===== src/acss_map.vh =====
/*
  constants for the audio control serial slave: bus address, subaddress
  and data field positions, register indices, status bit, bit counter limits.
  assumes it is included by its bare name from the design file.
*/
`ifndef ACSS_MAP_VH
`define ACSS_MAP_VH

// 7-bit device address on the serial bus
`define ACSS_DEV_ADDR 7'h45
// subaddress fields
`define ACSS_SUB_AINC_BIT 4
`define ACSS_SUB_IDX_HI 2
`define ACSS_SUB_IDX_LO 0
// register indices
`define ACSS_IDX_GAIN_SEL 3'h0
`define ACSS_IDX_MUTE 3'h1
`define ACSS_IDX_SPK_L 3'h2
`define ACSS_IDX_SPK_R 3'h3
`define ACSS_IDX_FRONT_LEFT 3'h4
`define ACSS_IDX_FRONT_RIGHT 3'h5
`define ACSS_IDX_REAR_LEFT 3'h6
`define ACSS_IDX_REAR_RIGHT 3'h7
`define ACSS_IDX_LAST 3'h7
`define ACSS_IDX_FIRST 3'h0
// reset value for every setting register (none documented)
`define ACSS_REG_RST 8'h00
// gain and select fields
`define ACSS_GAIN_HI 3
`define ACSS_GAIN_LO 0
`define ACSS_AUX2_HI 5
`define ACSS_AUX2_LO 4
`define ACSS_AUX2_MUTED 2'h3
// mute register fields
`define ACSS_MUTE_SLOPE_BIT 0
`define ACSS_MUTE_SOFT_BIT 1
`define ACSS_MUTE_AUX1_BIT 2
// speaker attenuator fields
`define ACSS_SPK_FINE_HI 2
`define ACSS_SPK_FINE_LO 0
`define ACSS_SPK_COARSE_HI 6
`define ACSS_SPK_COARSE_LO 3
`define ACSS_SPK_COARSE_MAX 4'h9
// highpass fields
`define ACSS_HIGHPASS_FLAT_BIT 3
`define ACSS_HIGHPASS_CUT_HI 2
`define ACSS_HIGHPASS_CUT_LO 0
`define ACSS_HIGHPASS_CUT_FLAT 3'h0
// status byte: soft mute flag position
`define ACSS_STAT_SOFT_MUTE_BIT 2
// bit counter limits
`define ACSS_BIT_LAST 3'h7
`define ACSS_BIT_ZERO 3'h0
`endif


===== src/acss_slave.v =====
/*
  audio control serial slave: two-wire bus slave that takes a device
  address, a subaddress and data bytes into eight setting registers and
  returns a soft-mute status byte on reads; decodes the settings into
  the control fields that steer the audio path.
  assumes scl, sda and the mute pin are asynchronous pins with external
  pull-ups; sys_clk (20 MHz) is far faster than the 500 kbit/s bus.
*/
// Notes on behaviour
// - start is data falling while clock high
// - stop is data rising while clock high
// - data changes only while clock is low
// - eight bits msb first, then ack pulse
// - addressed slave holds data low during ack
// - answer only to address 1000101, lsb read/write
// - write: start, address, subaddress, data, stop
// - subaddress bit 4 auto-increments, bits 2:0 select
// - indices map to the eight setting registers
// - works up to 500 kbit/s
// - read sends status, bit 2 soft mute
// - status byte reloaded after every ack
// - gain bits 3:0, one dB per code
// - bits 5:4 choose aux2 output source
// - mute bits: slope, soft mute, aux1 mute
// - low mute pin forces soft mute
// - attenuation is fine plus coarse steps
// - coarse codes above nine mute speaker
// - highpass bit 3 picks order, 2:0 cutoff
// - flat mode forces fixed low cutoff
`timescale 1ns/10ps
`include "acss_map.vh"

module acss_slave
(
  input wire sys_clk,
  input wire rst_n,
  input wire scl_in,
  input wire sda_in,
  output wire sda_out,
  output wire sda_oe,
  input wire mute_pin_n,
  output reg [3:0] aux1_gain_db,
  output reg [1:0] aux2_source,
  output reg aux2_muted,
  output reg soft_mute_fast,
  output reg soft_mute_active,
  output reg aux1_input_mute,
  output reg [3:0] left_coarse,
  output reg [2:0] left_fine,
  output reg left_muted,
  output reg [3:0] right_coarse,
  output reg [2:0] right_fine,
  output reg right_muted,
  output reg [3:0] front_left_cut,
  output reg front_left_flat,
  output reg [3:0] front_right_cut,
  output reg front_right_flat,
  output reg [3:0] rear_left_cut,
  output reg rear_left_flat,
  output reg [3:0] rear_right_cut,
  output reg rear_right_flat
);

  // protocol states
  localparam ST_IDLE = 3'h0;
  localparam ST_ADDR = 3'h1;
  localparam ST_SUB = 3'h2;
  localparam ST_DATA = 3'h3;
  localparam ST_READ = 3'h4;
  localparam ST_ACK = 3'h5;
  localparam ST_MACK = 3'h6;
  localparam ST_SKIP = 3'h7;

  // two-stage synchronisers, first stage read only by second
  reg scl_s1_reg;
  reg scl_s2_reg;
  reg sda_s1_reg;
  reg sda_s2_reg;
  reg mute_s1_reg;
  reg mute_s2_reg;
  // previous synced samples for edge finding
  reg scl_d_reg;
  reg sda_d_reg;

  // protocol state
  reg [2:0] state_reg;
  reg [2:0] ret_reg; // state to enter after ack slot
  reg [2:0] bit_reg; // bit counter within byte
  reg [7:0] shift_reg; // receive / transmit shifter
  reg [2:0] idx_reg; // target register index
  reg ainc_reg; // auto-increment flag
  reg wr_pend_reg; // data byte awaits commit after ack
  reg drive_low_reg; // slave pulls sda low
  // all eight bits of a byte are in; without it the clock fall that
  // closes a start would look like the end of a byte
  reg full_reg;

  // setting registers
  reg [7:0] regs [0:7];
  // one name per setting register, so the decode lines stay short
  wire [7:0] set_gain = regs[`ACSS_IDX_GAIN_SEL];
  wire [7:0] set_mute = regs[`ACSS_IDX_MUTE];
  wire [7:0] set_left = regs[`ACSS_IDX_SPK_L];
  wire [7:0] set_right = regs[`ACSS_IDX_SPK_R];
  wire [7:0] set_front_left = regs[`ACSS_IDX_FRONT_LEFT];
  wire [7:0] set_front_right = regs[`ACSS_IDX_FRONT_RIGHT];
  wire [7:0] set_rear_left = regs[`ACSS_IDX_REAR_LEFT];
  wire [7:0] set_rear_right = regs[`ACSS_IDX_REAR_RIGHT];

  // decoded edges and conditions
  wire scl_rise = scl_s2_reg & ~scl_d_reg;
  wire scl_fall = ~scl_s2_reg & scl_d_reg;
  wire start_cond = scl_s2_reg & scl_d_reg & sda_d_reg & ~sda_s2_reg;
  wire stop_cond = scl_s2_reg & scl_d_reg & ~sda_d_reg & sda_s2_reg;

  // soft mute from register (0 = on) or from the pin
  wire soft_mute_from_reg = ~set_mute[`ACSS_MUTE_SOFT_BIT];
  wire soft_mute_now = soft_mute_from_reg | ~mute_s2_reg;

  // status byte, only the soft mute bit is live
  wire [7:0] status_byte = {7'h00, soft_mute_now} <<
                           `ACSS_STAT_SOFT_MUTE_BIT;

  // open-drain: only ever drive low
  assign sda_out = 1'b0;
  assign sda_oe = drive_low_reg;

  // synchronisers and edge history
  always @(posedge sys_clk)
  begin
    if (!rst_n)
    begin
      scl_s1_reg <= 1'b1;
      scl_s2_reg <= 1'b1;
      sda_s1_reg <= 1'b1;
      sda_s2_reg <= 1'b1;
      mute_s1_reg <= 1'b1;
      mute_s2_reg <= 1'b1;
      scl_d_reg <= 1'b1;
      sda_d_reg <= 1'b1;
    end
    else
    begin
      scl_s1_reg <= scl_in;
      scl_s2_reg <= scl_s1_reg;
      sda_s1_reg <= sda_in;
      sda_s2_reg <= sda_s1_reg;
      mute_s1_reg <= mute_pin_n;
      mute_s2_reg <= mute_s1_reg;
      scl_d_reg <= scl_s2_reg;
      sda_d_reg <= sda_s2_reg;
    end
  end

  // protocol engine; data sampled on clock rise, driven on clock fall
  // so the line is steady while clock is high
  integer i;
  always @(posedge sys_clk)
  begin
    if (!rst_n)
    begin
      state_reg <= ST_IDLE;
      ret_reg <= ST_IDLE;
      bit_reg <= `ACSS_BIT_ZERO;
      shift_reg <= 8'h00;
      idx_reg <= `ACSS_IDX_FIRST;
      ainc_reg <= 1'b0;
      wr_pend_reg <= 1'b0;
      drive_low_reg <= 1'b0;
      full_reg <= 1'b0;
      for (i = 0; i < 8; i = i + 1)
        regs[i] <= `ACSS_REG_RST;
    end
    else if (stop_cond)
    begin
      // stop ends any transfer and releases the line
      state_reg <= ST_IDLE;
      full_reg <= 1'b0;
      drive_low_reg <= 1'b0;
      wr_pend_reg <= 1'b0;
    end
    else if (start_cond)
    begin
      // a start mid-transfer also resyncs, though masters must stop first
      state_reg <= ST_ADDR;
      full_reg <= 1'b0;
      bit_reg <= `ACSS_BIT_ZERO;
      drive_low_reg <= 1'b0;
      wr_pend_reg <= 1'b0;
    end
    else
    begin
      case (state_reg)
        ST_IDLE:
        begin
          drive_low_reg <= 1'b0;
        end
        ST_ADDR, ST_SUB, ST_DATA, ST_SKIP:
        begin
          // receive eight bits msb first
          if (scl_rise)
          begin
            shift_reg <= {shift_reg[6:0], sda_s2_reg};
            bit_reg <= bit_reg + 3'h1;
            // eighth rise: the byte is whole
            if (bit_reg == `ACSS_BIT_LAST)
              full_reg <= 1'b1;
          end
          else if (scl_fall && full_reg && state_reg != ST_SKIP)
          begin
            // eighth bit done: decide whether to acknowledge
            full_reg <= 1'b0;
            case (state_reg)
              ST_ADDR:
              begin
                if (shift_reg[7:1] == `ACSS_DEV_ADDR)
                begin
                  drive_low_reg <= 1'b1;
                  ret_reg <= shift_reg[0] ? ST_READ : ST_SUB;
                  state_reg <= ST_ACK;
                end
                else
                  state_reg <= ST_IDLE;
              end
              ST_SUB:
              begin
                ainc_reg <= shift_reg[`ACSS_SUB_AINC_BIT];
                idx_reg <= shift_reg[`ACSS_SUB_IDX_HI:`ACSS_SUB_IDX_LO];
                drive_low_reg <= 1'b1;
                ret_reg <= ST_DATA;
                state_reg <= ST_ACK;
              end
              default:
              begin
                wr_pend_reg <= 1'b1;
                drive_low_reg <= 1'b1;
                ret_reg <= ST_DATA;
                state_reg <= ST_ACK;
              end
            endcase
          end
        end
        ST_ACK:
        begin
          // hold low through the whole ninth pulse, release on its fall
          if (scl_fall)
          begin
            drive_low_reg <= 1'b0;
            bit_reg <= `ACSS_BIT_ZERO;
            if (wr_pend_reg)
            begin
              regs[idx_reg] <= shift_reg;
              wr_pend_reg <= 1'b0;
              if (ainc_reg)
                idx_reg <= idx_reg + 3'h1;
            end
            if (ret_reg == ST_READ)
            begin
              // load status and put msb out right away
              shift_reg <= {status_byte[6:0], 1'b0};
              drive_low_reg <= ~status_byte[7];
              state_reg <= ST_READ;
            end
            else
              state_reg <= ret_reg;
          end
        end
        ST_READ:
        begin
          // shift status out, change only on clock fall
          if (scl_rise)
            bit_reg <= bit_reg + 3'h1;
          else if (scl_fall)
          begin
            if (bit_reg == `ACSS_BIT_ZERO)
            begin
              drive_low_reg <= 1'b0; // master acks
              state_reg <= ST_MACK;
            end
            else
            begin
              drive_low_reg <= ~shift_reg[7];
              shift_reg <= {shift_reg[6:0], 1'b0};
            end
          end
        end
        ST_MACK:
        begin
          // master ack slot; nack leaves line free until stop
          if (scl_rise)
          begin
            if (sda_s2_reg)
              state_reg <= ST_SKIP;
          end
          else if (scl_fall)
          begin
            shift_reg <= {status_byte[6:0], 1'b0};
            drive_low_reg <= ~status_byte[7];
            bit_reg <= `ACSS_BIT_ZERO;
            state_reg <= ST_READ;
          end
        end
        default:
          state_reg <= ST_IDLE;
      endcase
    end
  end

  // decode settings into control fields
  always @(posedge sys_clk)
  begin
    if (!rst_n)
    begin
      aux1_gain_db <= 4'h0;
      aux2_source <= 2'h0;
      aux2_muted <= 1'b0;
      soft_mute_fast <= 1'b0;
      soft_mute_active <= 1'b0;
      aux1_input_mute <= 1'b0;
      left_coarse <= 4'h0;
      left_fine <= 3'h0;
      left_muted <= 1'b0;
      right_coarse <= 4'h0;
      right_fine <= 3'h0;
      right_muted <= 1'b0;
      front_left_cut <= 4'h0;
      front_left_flat <= 1'b0;
      front_right_cut <= 4'h0;
      front_right_flat <= 1'b0;
      rear_left_cut <= 4'h0;
      rear_left_flat <= 1'b0;
      rear_right_cut <= 4'h0;
      rear_right_flat <= 1'b0;
    end
    else
    begin
      aux1_gain_db <= set_gain[`ACSS_GAIN_HI:`ACSS_GAIN_LO];
      aux2_source <= set_gain[`ACSS_AUX2_HI:`ACSS_AUX2_LO];
      aux2_muted <= set_gain[`ACSS_AUX2_HI:`ACSS_AUX2_LO] ==
                    `ACSS_AUX2_MUTED;
      soft_mute_fast <= set_mute[`ACSS_MUTE_SLOPE_BIT];
      soft_mute_active <= soft_mute_now;
      aux1_input_mute <= ~set_mute[`ACSS_MUTE_AUX1_BIT];
      left_fine <= set_left[`ACSS_SPK_FINE_HI:`ACSS_SPK_FINE_LO];
      left_coarse <= set_left[`ACSS_SPK_COARSE_HI:`ACSS_SPK_COARSE_LO];
      left_muted <= set_left[`ACSS_SPK_COARSE_HI:`ACSS_SPK_COARSE_LO] >
                    `ACSS_SPK_COARSE_MAX;
      right_fine <= set_right[`ACSS_SPK_FINE_HI:`ACSS_SPK_FINE_LO];
      right_coarse <= set_right[`ACSS_SPK_COARSE_HI:`ACSS_SPK_COARSE_LO];
      right_muted <= set_right[`ACSS_SPK_COARSE_HI:`ACSS_SPK_COARSE_LO] >
                     `ACSS_SPK_COARSE_MAX;
      // cut code: bit 3 = flat, low bits forced in flat mode
      front_left_flat <= set_front_left[`ACSS_HIGHPASS_FLAT_BIT];
      front_left_cut <= highpass_cut(set_front_left);
      front_right_flat <= set_front_right[`ACSS_HIGHPASS_FLAT_BIT];
      front_right_cut <= highpass_cut(set_front_right);
      rear_left_flat <= set_rear_left[`ACSS_HIGHPASS_FLAT_BIT];
      rear_left_cut <= highpass_cut(set_rear_left);
      rear_right_flat <= set_rear_right[`ACSS_HIGHPASS_FLAT_BIT];
      rear_right_cut <= highpass_cut(set_rear_right);
    end
  end

  // highpass cutoff code; flat mode ignores the cutoff bits
  // the fixed low cutoff of flat mode gets its own code, so a user
  // cannot mistake it for any second-order setting
  function [3:0] highpass_cut;
    input [7:0] v;
    begin
      if (v[`ACSS_HIGHPASS_FLAT_BIT])
        highpass_cut = {1'b1, `ACSS_HIGHPASS_CUT_FLAT};
      else
        highpass_cut = {1'b0, v[`ACSS_HIGHPASS_CUT_HI:`ACSS_HIGHPASS_CUT_LO]};
    end
  endfunction

endmodule


===== config.mk =====
export PLATFORM = sky130hd
export DESIGN_NAME = acss_slave
export DESIGN_NICKNAME = d
export VERILOG_FILES = /design/src/acss_slave.v
export VERILOG_INCLUDE_DIRS = /design/src
export SDC_FILE = /design/constraint.sdc
export NUM_CORES = 1
export LEC_CHECK = 0
export ABC_CLOCK_PERIOD_IN_PS = 6700
export CAP_MARGIN = 20
export CORE_UTILIZATION = 55
export CTS_CLUSTER_DIAMETER = 100
export DETAILED_ROUTE_END_ITERATION = 12
export DONT_BUFFER_PORTS = 1
export HOLD_SLACK_MARGIN = 0.08
export MAX_ROUTING_LAYER = met4
export PLACE_DENSITY = 0.69
export SLEW_MARGIN = 0
export SYNTH_ARGS = -nofsm -noshare
export SYNTH_HDL_FRONTEND = slang
export SYNTH_SLANG_ARGS = --single-unit

===== constraint.sdc =====
create_clock -name sys_clk -period 6.7 [get_ports sys_clk]
set_input_delay 1.34 -clock sys_clk [delete_from_list [all_inputs] [get_ports sys_clk]]
set_output_delay 1.34 -clock sys_clk [all_outputs]
set_load 0.01 [all_outputs]

**Word-level counts from Yosys, hierarchy flattened**

Memory sizes are Yosys's and may differ from the RTL's.
Cells that the tools add are included.

- Add/sub/neg operators: 2
- $lt $le $gt $ge: 2
- Equality and inequality tests: 42
- Mux-type cells: 73
- Bitwise gates (word level): 20
- Reductions and logical operators: 29

Operator list:

| operator | number |
|---|---|
| $mux 3 | 26 |
| $mux 8 | 9 |
| $ne 3x3->1 const B | 11 |
| $ne 2x2->1 const B | 16 |
| $pmux 8 s4 | 1 |
| $mux 1 | 28 |
| $reduce_and 9->1 | 3 |
| $eq 3x3->1 const B | 6 |
| $mux 4 | 4 |
| $not 1->1 | 12 |
| $pmux 3 s4 | 1 |
| $reduce_and 6->1 | 2 |
| $reduce_or 2->1 | 6 |
| $reduce_and 11->1 | 1 |
| $pmux 3 s3 | 1 |
| $gt 4x4->1 const B | 2 |
| $ne 4x4->1 const B | 2 |
| $reduce_and 8->1 | 1 |
| $reduce_bool 4->1 | 2 |
| $reduce_or 8->1 | 1 |
| $and 1x1->1 | 7 |
| $eq 7x7->1 const B | 1 |
| $add 3x1->3 const B | 2 |
| $eq 3x2->1 const B | 2 |
| 18 further kinds | 21 |

- Register bits after elaboration: 78
- RAM bits: 64
- Input bits: 5
- Output and inout port bits: 48
- Memories: 1

Memory list:

| name | words | width | rd ports | clocked after memory_dff | write ports | line | text |
|---|---|---|---|---|---|---|---|
| regs | 8 | 8 | 8 | 0 | 8 | acss_slave.v:99 | `reg [7:0] regs [0:7];` |

**Longest topological paths before layout**

Gate-level depths: netlist of the first run.

- Word-level depth: 10
- Mapped depth: 9
- Depth with buffers taken out: 7

**Least setup slack after synthesis of the first run**

No wires, ideal clock.

- Path type: in2reg
- From: in rst_n
- To: mem regs[0][0], enable pin
- Setup time: 322 ps
- Data arrival time: 2343 ps
- Slack: 4034 ps
- Stages on the path: 5
- Cell sequence: inv_1 a2111oi_2 nor2b_1 nor3b_2 nand2b_1

RTL lines:

| item | line | text |
|---|---|---|
| from (decl) | acss_slave.v:36 | `input wire rst_n,` |
| to (decl) | acss_slave.v:99 |  |

==> flow_summary.ini, run 1 <==
[outcome]
run_status = complete, no violations

[logic_synthesis]
ys_async_sr_fraction = 0
synth_seq_cells = 113
yosys-top-cells-area = dfxtp_1 33%, edfxtp_1 26%, and2_1 10%, nand2b_1 3.2%, a21oi_1 2.4%
synth_cell_types = 60
ys_warn_count = 0
syn_nets = 429
synth_top_area_frac = 0.326
synthMostInstantiatedCell = and2_1
synth_top_cell_by_area = dfxtp_1
synthCells = 417
avgSynthCellArea_sq_um = 10.9
synth_common_cells = 75 x and2_1, 74 x dfxtp_1, 39 x edfxtp_1
ys_seq_area_frac = 0.584
synth_edf_count = 39
syn_area_sq_um = 4540
synth_flop_cell = dfxtp_1

[setup_path]
endpoint_kind = flip-flop
arrival_ps = 3020
worstSetupPathDepth = 5
rr_worst_depth = 5
crit_chain = inv_1 -> a2111oi_2 -> nor2b_1 -> and3_1 -> nand2b_1
crit_slowest_cell = a2111oi_2
worstPathRequired_ps = 6880
critPathKind = input pin to flip-flop
critPathBufInv = 1
worst_path_dominant_cell_family = simple AND/OR/NAND/NOR gates
path_max_fanout = 51
startpoint_type = input pin
cpPeakStageDelay_ps = 510

[cts]
cts_sinks = 113
clk_pin_slew_ps = 60
cts_buffers = 17
cts-root-buf = clkbuf_8
cts_resized = 0
clk_latency_ps = 510
cts_max_path_buffers = 2
post_cts.repair.setup_buffers = 0
holdBufCountCts = 0
htreeDepth = 4
cts_tree = done

[timing]
worst_pin_slew_ps = 824
hold_viol_final = 0
slew_headroom = 0.450
drv_slew = 0
period_share = 0.424
setup_viol = 0
rsz0062_at_grt = false
period_minus_slack_ps = 2840
max_freq_mhz = 352
fin_skew_ps = 12.6
setup_tns_ps = 0

[die]
fp.dieW_um = 92.9
dieArea_sq_um = 8630
start_util = 0.579
rows = 32
ios = 53
die_y_um = 92.9
coreArea_sq_um = 7850

[routing]
initialDrtViolationCount = 145
vias = 2893
wl_per_cell_um = 15.8
dr.pass1.iters = 4
via_per_inst = 5.52
ant_nets = 0
post-route-drc-count = 0
wirelength_um = 8270

[global_routing]
grt_usage = 0.218
grt_max_degree = 52
grt_pass1_vias = 2839
grt_pass1_wl_um = 13700
grt_overflow = 0
antenna_found_initial = 0

[run]
cap_viol_max_count = 0

[min_path]
hp-class = flip-flop to flip-flop
holdPathStages = 1

[placement]
port_buffers = 0
dp_hpwl_um = 5300
gp_congestion = 0.913

[power]
leakagePower_nw = 1.97
power_mw = 1.70
power.density_nw_per_um2 = 331
ir_drop_mv = 0.241

[layout]
nets = 421
drive_gt1_frac = 0.107
area_growth_pct = 13.0
fin_util = 0.654
diodes = 0
largest_reg_flops = 39
==> final timing paths <==
| kind | start | end | slack, ps |
|---|---|---|---|
| max | rst_n | regs[3][6]$_SDFFCE_PN0P_ | 3860 |
| max reg2reg | state_reg[0]$_SDFFE_PP0P_ | regs[3][6]$_SDFFCE_PN0P_ | 3910 |
| min reg2reg | sda_s1_reg$_SDFF_PN1_ | sda_s2_reg$_SDFF_PN1_ | 410 |
| min | sda_s1_reg$_SDFF_PN1_ | sda_s2_reg$_SDFF_PN1_ | 410 |
==> per-stage QoR <==
stage	worst slack, ps	instance area (sq um)	hold slack, ps	std cells
global route	3710	5130	422	524
global placement	3440	4530	390	492
finish	3860	5130	407	524
CTS	3890	5130	412	524
detailed placement	3370	4530	398	492
floorplan	4030	4540	379	417
==> kinds of logic after synthesis <==
group,count (synthesis),synth area share
other cells,1,0.000825
xor+xnor,2,0.00386
simple gates,184,0.238
mux,5,0.0110
buf+inv,40,0.0416
flops,113,0.584
compound gates,64,0.0994
fa+ha+maj,8,0.0215
==> cell usage in the layout, fill, tap and decap left out, types with 3 or more instances in the layout <==
master | synthesis | final
o21ai_0 | 8 | 8
ha_1 | 7 | 7
mux2i_1 | 5 | 5
nand4_1 | 3 | 3
nand2_1 | 24 | 24
nor4_1 | 3 | 3
edfxtp_1 | 39 | 39
a311oi_1 | 3 | 3
nor2_1 | 18 | 18
nand2b_1 | 23 | 23
clkbuf_16 | 0 | 19
nand3_1 | 10 | 10
nor3b_2 | 3 | 3
inv_6 | 0 | 3
and3b_1 | 3 | 3
o21a_1 | 3 | 3
and2_1 | 75 | 75
clkinv_4 | 0 | 4
inv_1 | 12 | 12
nor3_1 | 4 | 4
a211oi_1 | 4 | 4
dfxtp_1 | 74 | 74
a21oi_1 | 22 | 22
==> area by class of cell <==
cell class	instances	area (sq um)
clock buffers	20	489
inverters	13	48.8
multi-input cells	264	1700
flip-flops and latches	113	2650
well taps	102	128
clock inverters	12	115
fillers	639	2710
==> report_power, final <==
group	switching (mW)	leakage (nW)	internal (mW)
Combinational	0.0410	0.662	0.0251
Sequential	0.0204	1.01	0.730
Clock	0.320	0.298	0.562
Total	0.381	1.97	1.32
==> per-layer routing <==
metal	vias up	GRT usage	share of wire
met3	11	0.0755	0.046
li1	1424	-	-
met2	78	0.331	0.48
met1	1380	0.263	0.46
met5	-	-	0
met4	0	0.0974	0.015
(Power assumes the default switching activity.)
==> run 2, diff against run 1 <==
- ABC_CLOCK_PERIOD_IN_PS: 6700 -> 2700
- clock period: 6.7 -> 2.7 ns (I/O delays scaled with it)
==> flow_summary.ini, run 2 (synthesis gave the netlist of run 1 again) <==
[outcome]
run_status = complete, no violations

[cts]
cts_tree = done
cts_resized = 0
post_cts.repair.setup_buffers = 0
cts_max_path_buffers = 2
htreeDepth = 4
holdBufCountCts = 0
cts_buffers = 17
cts_sinks = 113
cts-root-buf = clkbuf_8
clk_latency_ps = 510
clk_pin_slew_ps = 60

[timing]
hold_viol_final = 0
hold_ws_ps = 129
slew_headroom = 0.641
setup_viol = 0
period_minus_slack_ps = 2290
drv_slew = 0
max_freq_mhz = 436
period_share = 0.849
fin_skew_ps = 6.63
setup_tns_ps = 0
rsz0062_at_grt = false
worst_pin_slew_ps = 532

[placement]
dp_cells = 500
port_buffers = 0
dp_hpwl_um = 5860
placed_area_sq_um = 4590
gp_congestion = 0.978

[min_path]
hold_end = sda_d_reg$_SDFF_PN1_
holdPathStages = 1
hp-class = input pin to flip-flop
min_from = rst_n

[setup_path]
startpoint_type = flip-flop
worst_path_dominant_cell_family = simple AND/OR/NAND/NOR gates
crit_slowest_cell = a2111oi_2
r2r_end = regs[0][4]$_SDFFCE_PN0P_
path_max_fanout = 7
worstPathRequired_ps = 2890
endpoint_kind = flip-flop
r2r_slack_ps = 410
crit_chain = inv_1 -> ha_1 -> nand3_1 -> a2111oi_2 -> nor2b_1 -> nor3b_2 -> nand2b_1
critPathKind = flip-flop to flip-flop
rr_worst_depth = 7
cpPeakStageDelay_ps = 430
arrival_ps = 2480
regToRegStartpoint = scl_s2_reg$_SDFF_PN1_
critPathBufInv = 1

[power]
leakagePower_nw = 2.00
p_int_mw = 3.23
power_frac_seq = 0.440
p_sw_uw = 981
sw_frac_of_total = 0.233
power.density_nw_per_um2 = 815
power_frac_comb = 0.045
ir_drop_mv = 0.388
p_clk_frac = 0.515

[die]
coreArea_sq_um = 7850
fp.dieW_um = 92.9
die_y_um = 92.9
rows = 32
start_util = 0.579
ios = 53
dieArea_sq_um = 8630

[global_routing]
grt_overflow = 0
grt_usage = 0.239
grt_pass1_vias = 2868
grt_max_degree = 52
antenna_found_initial = 0
grt_pass1_wl_um = 15000

[routing]
ant_nets = 0
via_per_inst = 5.54
vias = 2946
post-route-drc-count = 0
wirelength_um = 9150
wl_per_cell_um = 17.2
dr.pass1.iters = 4
initialDrtViolationCount = 139

[layout]
nets = 429
diodes = 0
fin_cells = 532
final_area_sq_um = 5170
area_growth_pct = 13.8
drive_gt1_frac = 0.121
largest_reg_flops = 39
mostFrequentLayoutCells = 75 x and2_1, 74 x dfxtp_1, 39 x edfxtp_1
layout.cells.most_common = and2_1

[run]
cap_viol_max_count = 0
run 2: cell count changes in the layout (fill, tap and decap cells not counted):
cell / delta
clkbuf_16: -3
clkbuf_8: +1
inv_6: +2
inv_4: -1
clkinv_4: -1
bufinv_16: +1
buf_4: +8
clkinv_1: +1
run 2: cell type report:
| type | instances | area, sq um |
|---|---|---|
| Fill cell | 619 | 2680 |
| Sequential cell | 113 | 2650 |
| Multi-Input combinational cell | 264 | 1700 |
| Clock buffer | 18 | 428 |
| Clock inverter | 14 | 151 |
| Tap cell | 102 | 128 |
| Timing Repair Buffer | 8 | 60.1 |
| Inverter | 13 | 48.8 |
run 2: power by group through the flow:
stage	combinational [mW]	sequential, mW	clock [mW]
CTS	0.189	1.85	2.20
global placement	0.187	1.89	0
finish	0.189	1.85	2.17
floorplan	0.158	1.88	0
detailed placement	0.187	1.89	0
global route	0.207	1.86	2.28
run 2: how the worst max path moves through the flow:
stage                                     start                  endpoint  cells after the start  slack (ps)
after floorplan           scl_s2_reg$_SDFF_PN1_  regs[0][0]$_SDFFCE_PN0P_                      8         480
after global placement    scl_s2_reg$_SDFF_PN1_  regs[0][3]$_SDFFCE_PN0P_                      7         500
after detailed placement  scl_s2_reg$_SDFF_PN1_  regs[0][3]$_SDFFCE_PN0P_                      7         430
after CTS                 scl_s2_reg$_SDFF_PN1_  regs[0][4]$_SDFFCE_PN0P_                      7         400
after global routing      scl_s2_reg$_SDFF_PN1_  regs[0][0]$_SDFFCE_PN0P_                      7         220
final                     scl_s2_reg$_SDFF_PN1_  regs[0][4]$_SDFFCE_PN0P_                      7         410
run 2: metrics by stage:
stage	total power, mW	utilization	worst slack, ps
5_1_grt	4.35	0.659	220
2_1_floorplan	2.03	-	476
6_report	4.21	0.659	408
3_3_place_gp	2.07	0.585	502
4_1_cts	4.25	0.659	397
3_5_place_dp	2.08	0.585	431
run 2: worst register-to-register path: stages, from the launching register on:
cell and delay (ps):
dfxtp_1 330, inv_1 80, ha_1 170, nand3_1 90, a2111oi_2 430, nor2b_1 240
nor3b_2 340, nand2b_1 300
run 2: routing by layer:
metal	track usage	up-vias	wire length, um
met3	0.0591	10	423
met1	0.295	1406	4080
met4	0.110	0	108
met2	0.370	84	4540
met5	-	-	0
li1	-	1446	-
==> run 3, diff against run 2 <==
- ABC_AREA: not set -> 1
- ABC_CLOCK_PERIOD_IN_PS: 2700 -> 2050
- PLACE_DENSITY: 0.69 -> 0.72
- clock period: 2.7 -> 2.05 ns (I/O delays scaled with it)
==> flow_summary.ini, run 3 <==
[outcome]
run_status = complete, no violations

[timing]
max_freq_mhz = 495
hold_viol_final = 0
fin_skew_ps = 7.31
period_minus_slack_ps = 2020
setup_viol = 0
drv_slew = 0
setup_slack_ps = 31.8
setup_tns_ps = 0
hold_ws_ps = 119
period_share = 0.984

[logic_synthesis]
avgSynthCellArea_sq_um = 8.69
synthMostInstantiatedCell = nand2_1
synth_compound_area_frac = 0.0510
synth_top_family_by_area = simple AND/OR/NAND/NOR gates
syn_area_sq_um = 4510
synth_flop_cell = dfxtp_1
synth_common_cells = 107 x nand2_1, 93 x nor2_1, 74 x dfxtp_1
synthSimpleGateAreaFrac = 0.254
synth_adder_area_share = 0.0194
synthCells = 519
ys_warn_count = 0
synthMuxAreaShare = 0
synth_cell_types = 34
syn_nets = 531
synth_top_area_frac = 0.328
ys_seq_area_frac = 0.588
yosys-top-cells-area = dfxtp_1 33%, edfxtp_1 26%, nand2_1 8.9%, nor2_1 7.7%, inv_1 5.9%
synth_edf_count = 39
synth_seq_cells = 113
ys_async_sr_fraction = 0
synth_xor_area_frac = 0.00194
synth_top_cell_by_area = dfxtp_1

[placement]
placed_area_sq_um = 4630
dp_slack_ps = 40.2
gp_congestion = 0.911
dp_cells = 617
dp_hpwl_um = 5770
port_buffers = 0

[cts]
cts-root-buf = clkbuf_8
cts_buffers = 17
htreeDepth = 4
clk_pin_slew_ps = 60
clk_latency_ps = 510
cts_sinks = 113
cts_max_path_buffers = 2
cts_tree = done

[layout]
nets = 552
area_growth_pct = 19.1
mostFrequentLayoutCells = 92 x nor2_1, 90 x nand2_1, 72 x dfxtp_1
largest_reg_flops = 39
fin_cells = 655
fin_util = 0.684
diodes = 0
drive_gt1_frac = 0.186
final_area_sq_um = 5370
layout.cells.most_common = nor2_1

[global_routing]
antenna_found_initial = 0
grt_pass1_wl_um = 14600
grt_pass1_vias = 3219
grt_overflow = 0
grt_usage = 0.230
grt_max_degree = 44

[routing]
wl_per_cell_um = 13.5
dr.pass1.iters = 4
initialDrtViolationCount = 244
via_per_inst = 5.02
vias = 3288
post-route-drc-count = 0
wirelength_um = 8850
ant_nets = 0

[setup_path]
startpoint_type = flip-flop
arrival_ps = 2230
critPathKind = flip-flop to flip-flop
endpoint_kind = flip-flop
worstPathRequired_ps = 2270
path_max_fanout = 7

[die]
start_util = 0.575
die_y_um = 92.6
fp.dieW_um = 92.6
dieArea_sq_um = 8570
rows = 32
ios = 53
coreArea_sq_um = 7850

[run]
cap_viol_max_count = 0

[power]
leakagePower_nw = 2.37
power_mw = 6.15
ir_drop_mv = 0.733
power.density_nw_per_um2 = 1150

[min_path]
hp-class = input pin to flip-flop
[run 3: cell types whose count changed in the layout (fill, tap and decap cells not counted), moves of 21 or more]
cell / before / now
and2_1: 75 / 0
nor2_1: 18 / 92
nand2_2: 0 / 21
nand2b_1: 23 / 0
nand2_1: 24 / 90
inv_1: 12 / 71
[run 3: logic make-up after synthesis]
group	count (synthesis)
AO/OA/AOI/OAI	39
buffers and inverters	92
AND/OR/NAND/NOR	266
XOR/XNOR	1
other	1
adder cells (fa/ha/maj)	7
flip-flops	113
[run 3: final timing paths]
path / startpoint / endpoint / slack [ps] / depth (start not counted)
worst max-delay path: scl_s2_reg$_SDFF_PN1_ / regs[2][6]$_SDFFCE_PN0P_ / 30 / 10
worst min-delay path: rst_n / regs[1][0]$_SDFFCE_PN0P_ / 120 / 1
worst max register to register: scl_s2_reg$_SDFF_PN1_ / regs[2][6]$_SDFFCE_PN0P_ / 30 / 10
worst min register to register: regs[1][2]$_SDFFCE_PN0P_ / aux1_input_mute$_SDFF_PN0_ / 410 / 1
[run 3: cell type report]
| class | count | area [sq um] |
|---|---|---|
| sequential | 113 | 2660 |
| multi-input combinational | 314 | 1560 |
| clock buffer | 19 | 453 |
| inverter | 76 | 288 |
| timing repair buffer | 18 | 159 |
| tap | 102 | 128 |
| fill | 606 | 2480 |
| clock inverter | 13 | 124 |
[run 3: what timing repair did]
item | in CTS | in global routing
setup buffers | 0 | 2
hold buffers | 4 | 0
gates resized for setup | 0 | 30
endpoints found under the setup margin | 0 | 39
endpoints found under the hold margin | 48 | 0
[run 3: per-layer routing]
metal,GRT usage,routed length [um]
met1,0.259,3660
met2,0.378,4480
met3,0.0681,533
met4,0.107,174
met5,-,0
[run 3: power breakdown]
group / leakage (nW) / switching [mW] / internal, mW
clock network: 0.285 / 1.06 / 1.72
logic: 1.08 / 0.545 / 0.262
registers: 1.01 / 0.114 / 2.44
[run 3: critical path: stages, from the launching register on]
cell and delay [ps]:
dfxtp_4 360, ha_4 170, nand2_2 60, nor2_2 40, inv_1 90, nand2_2 80, nor2_2 140, nand4_1 240
nor2_4 290, nand2_2 120, nand2_4 130
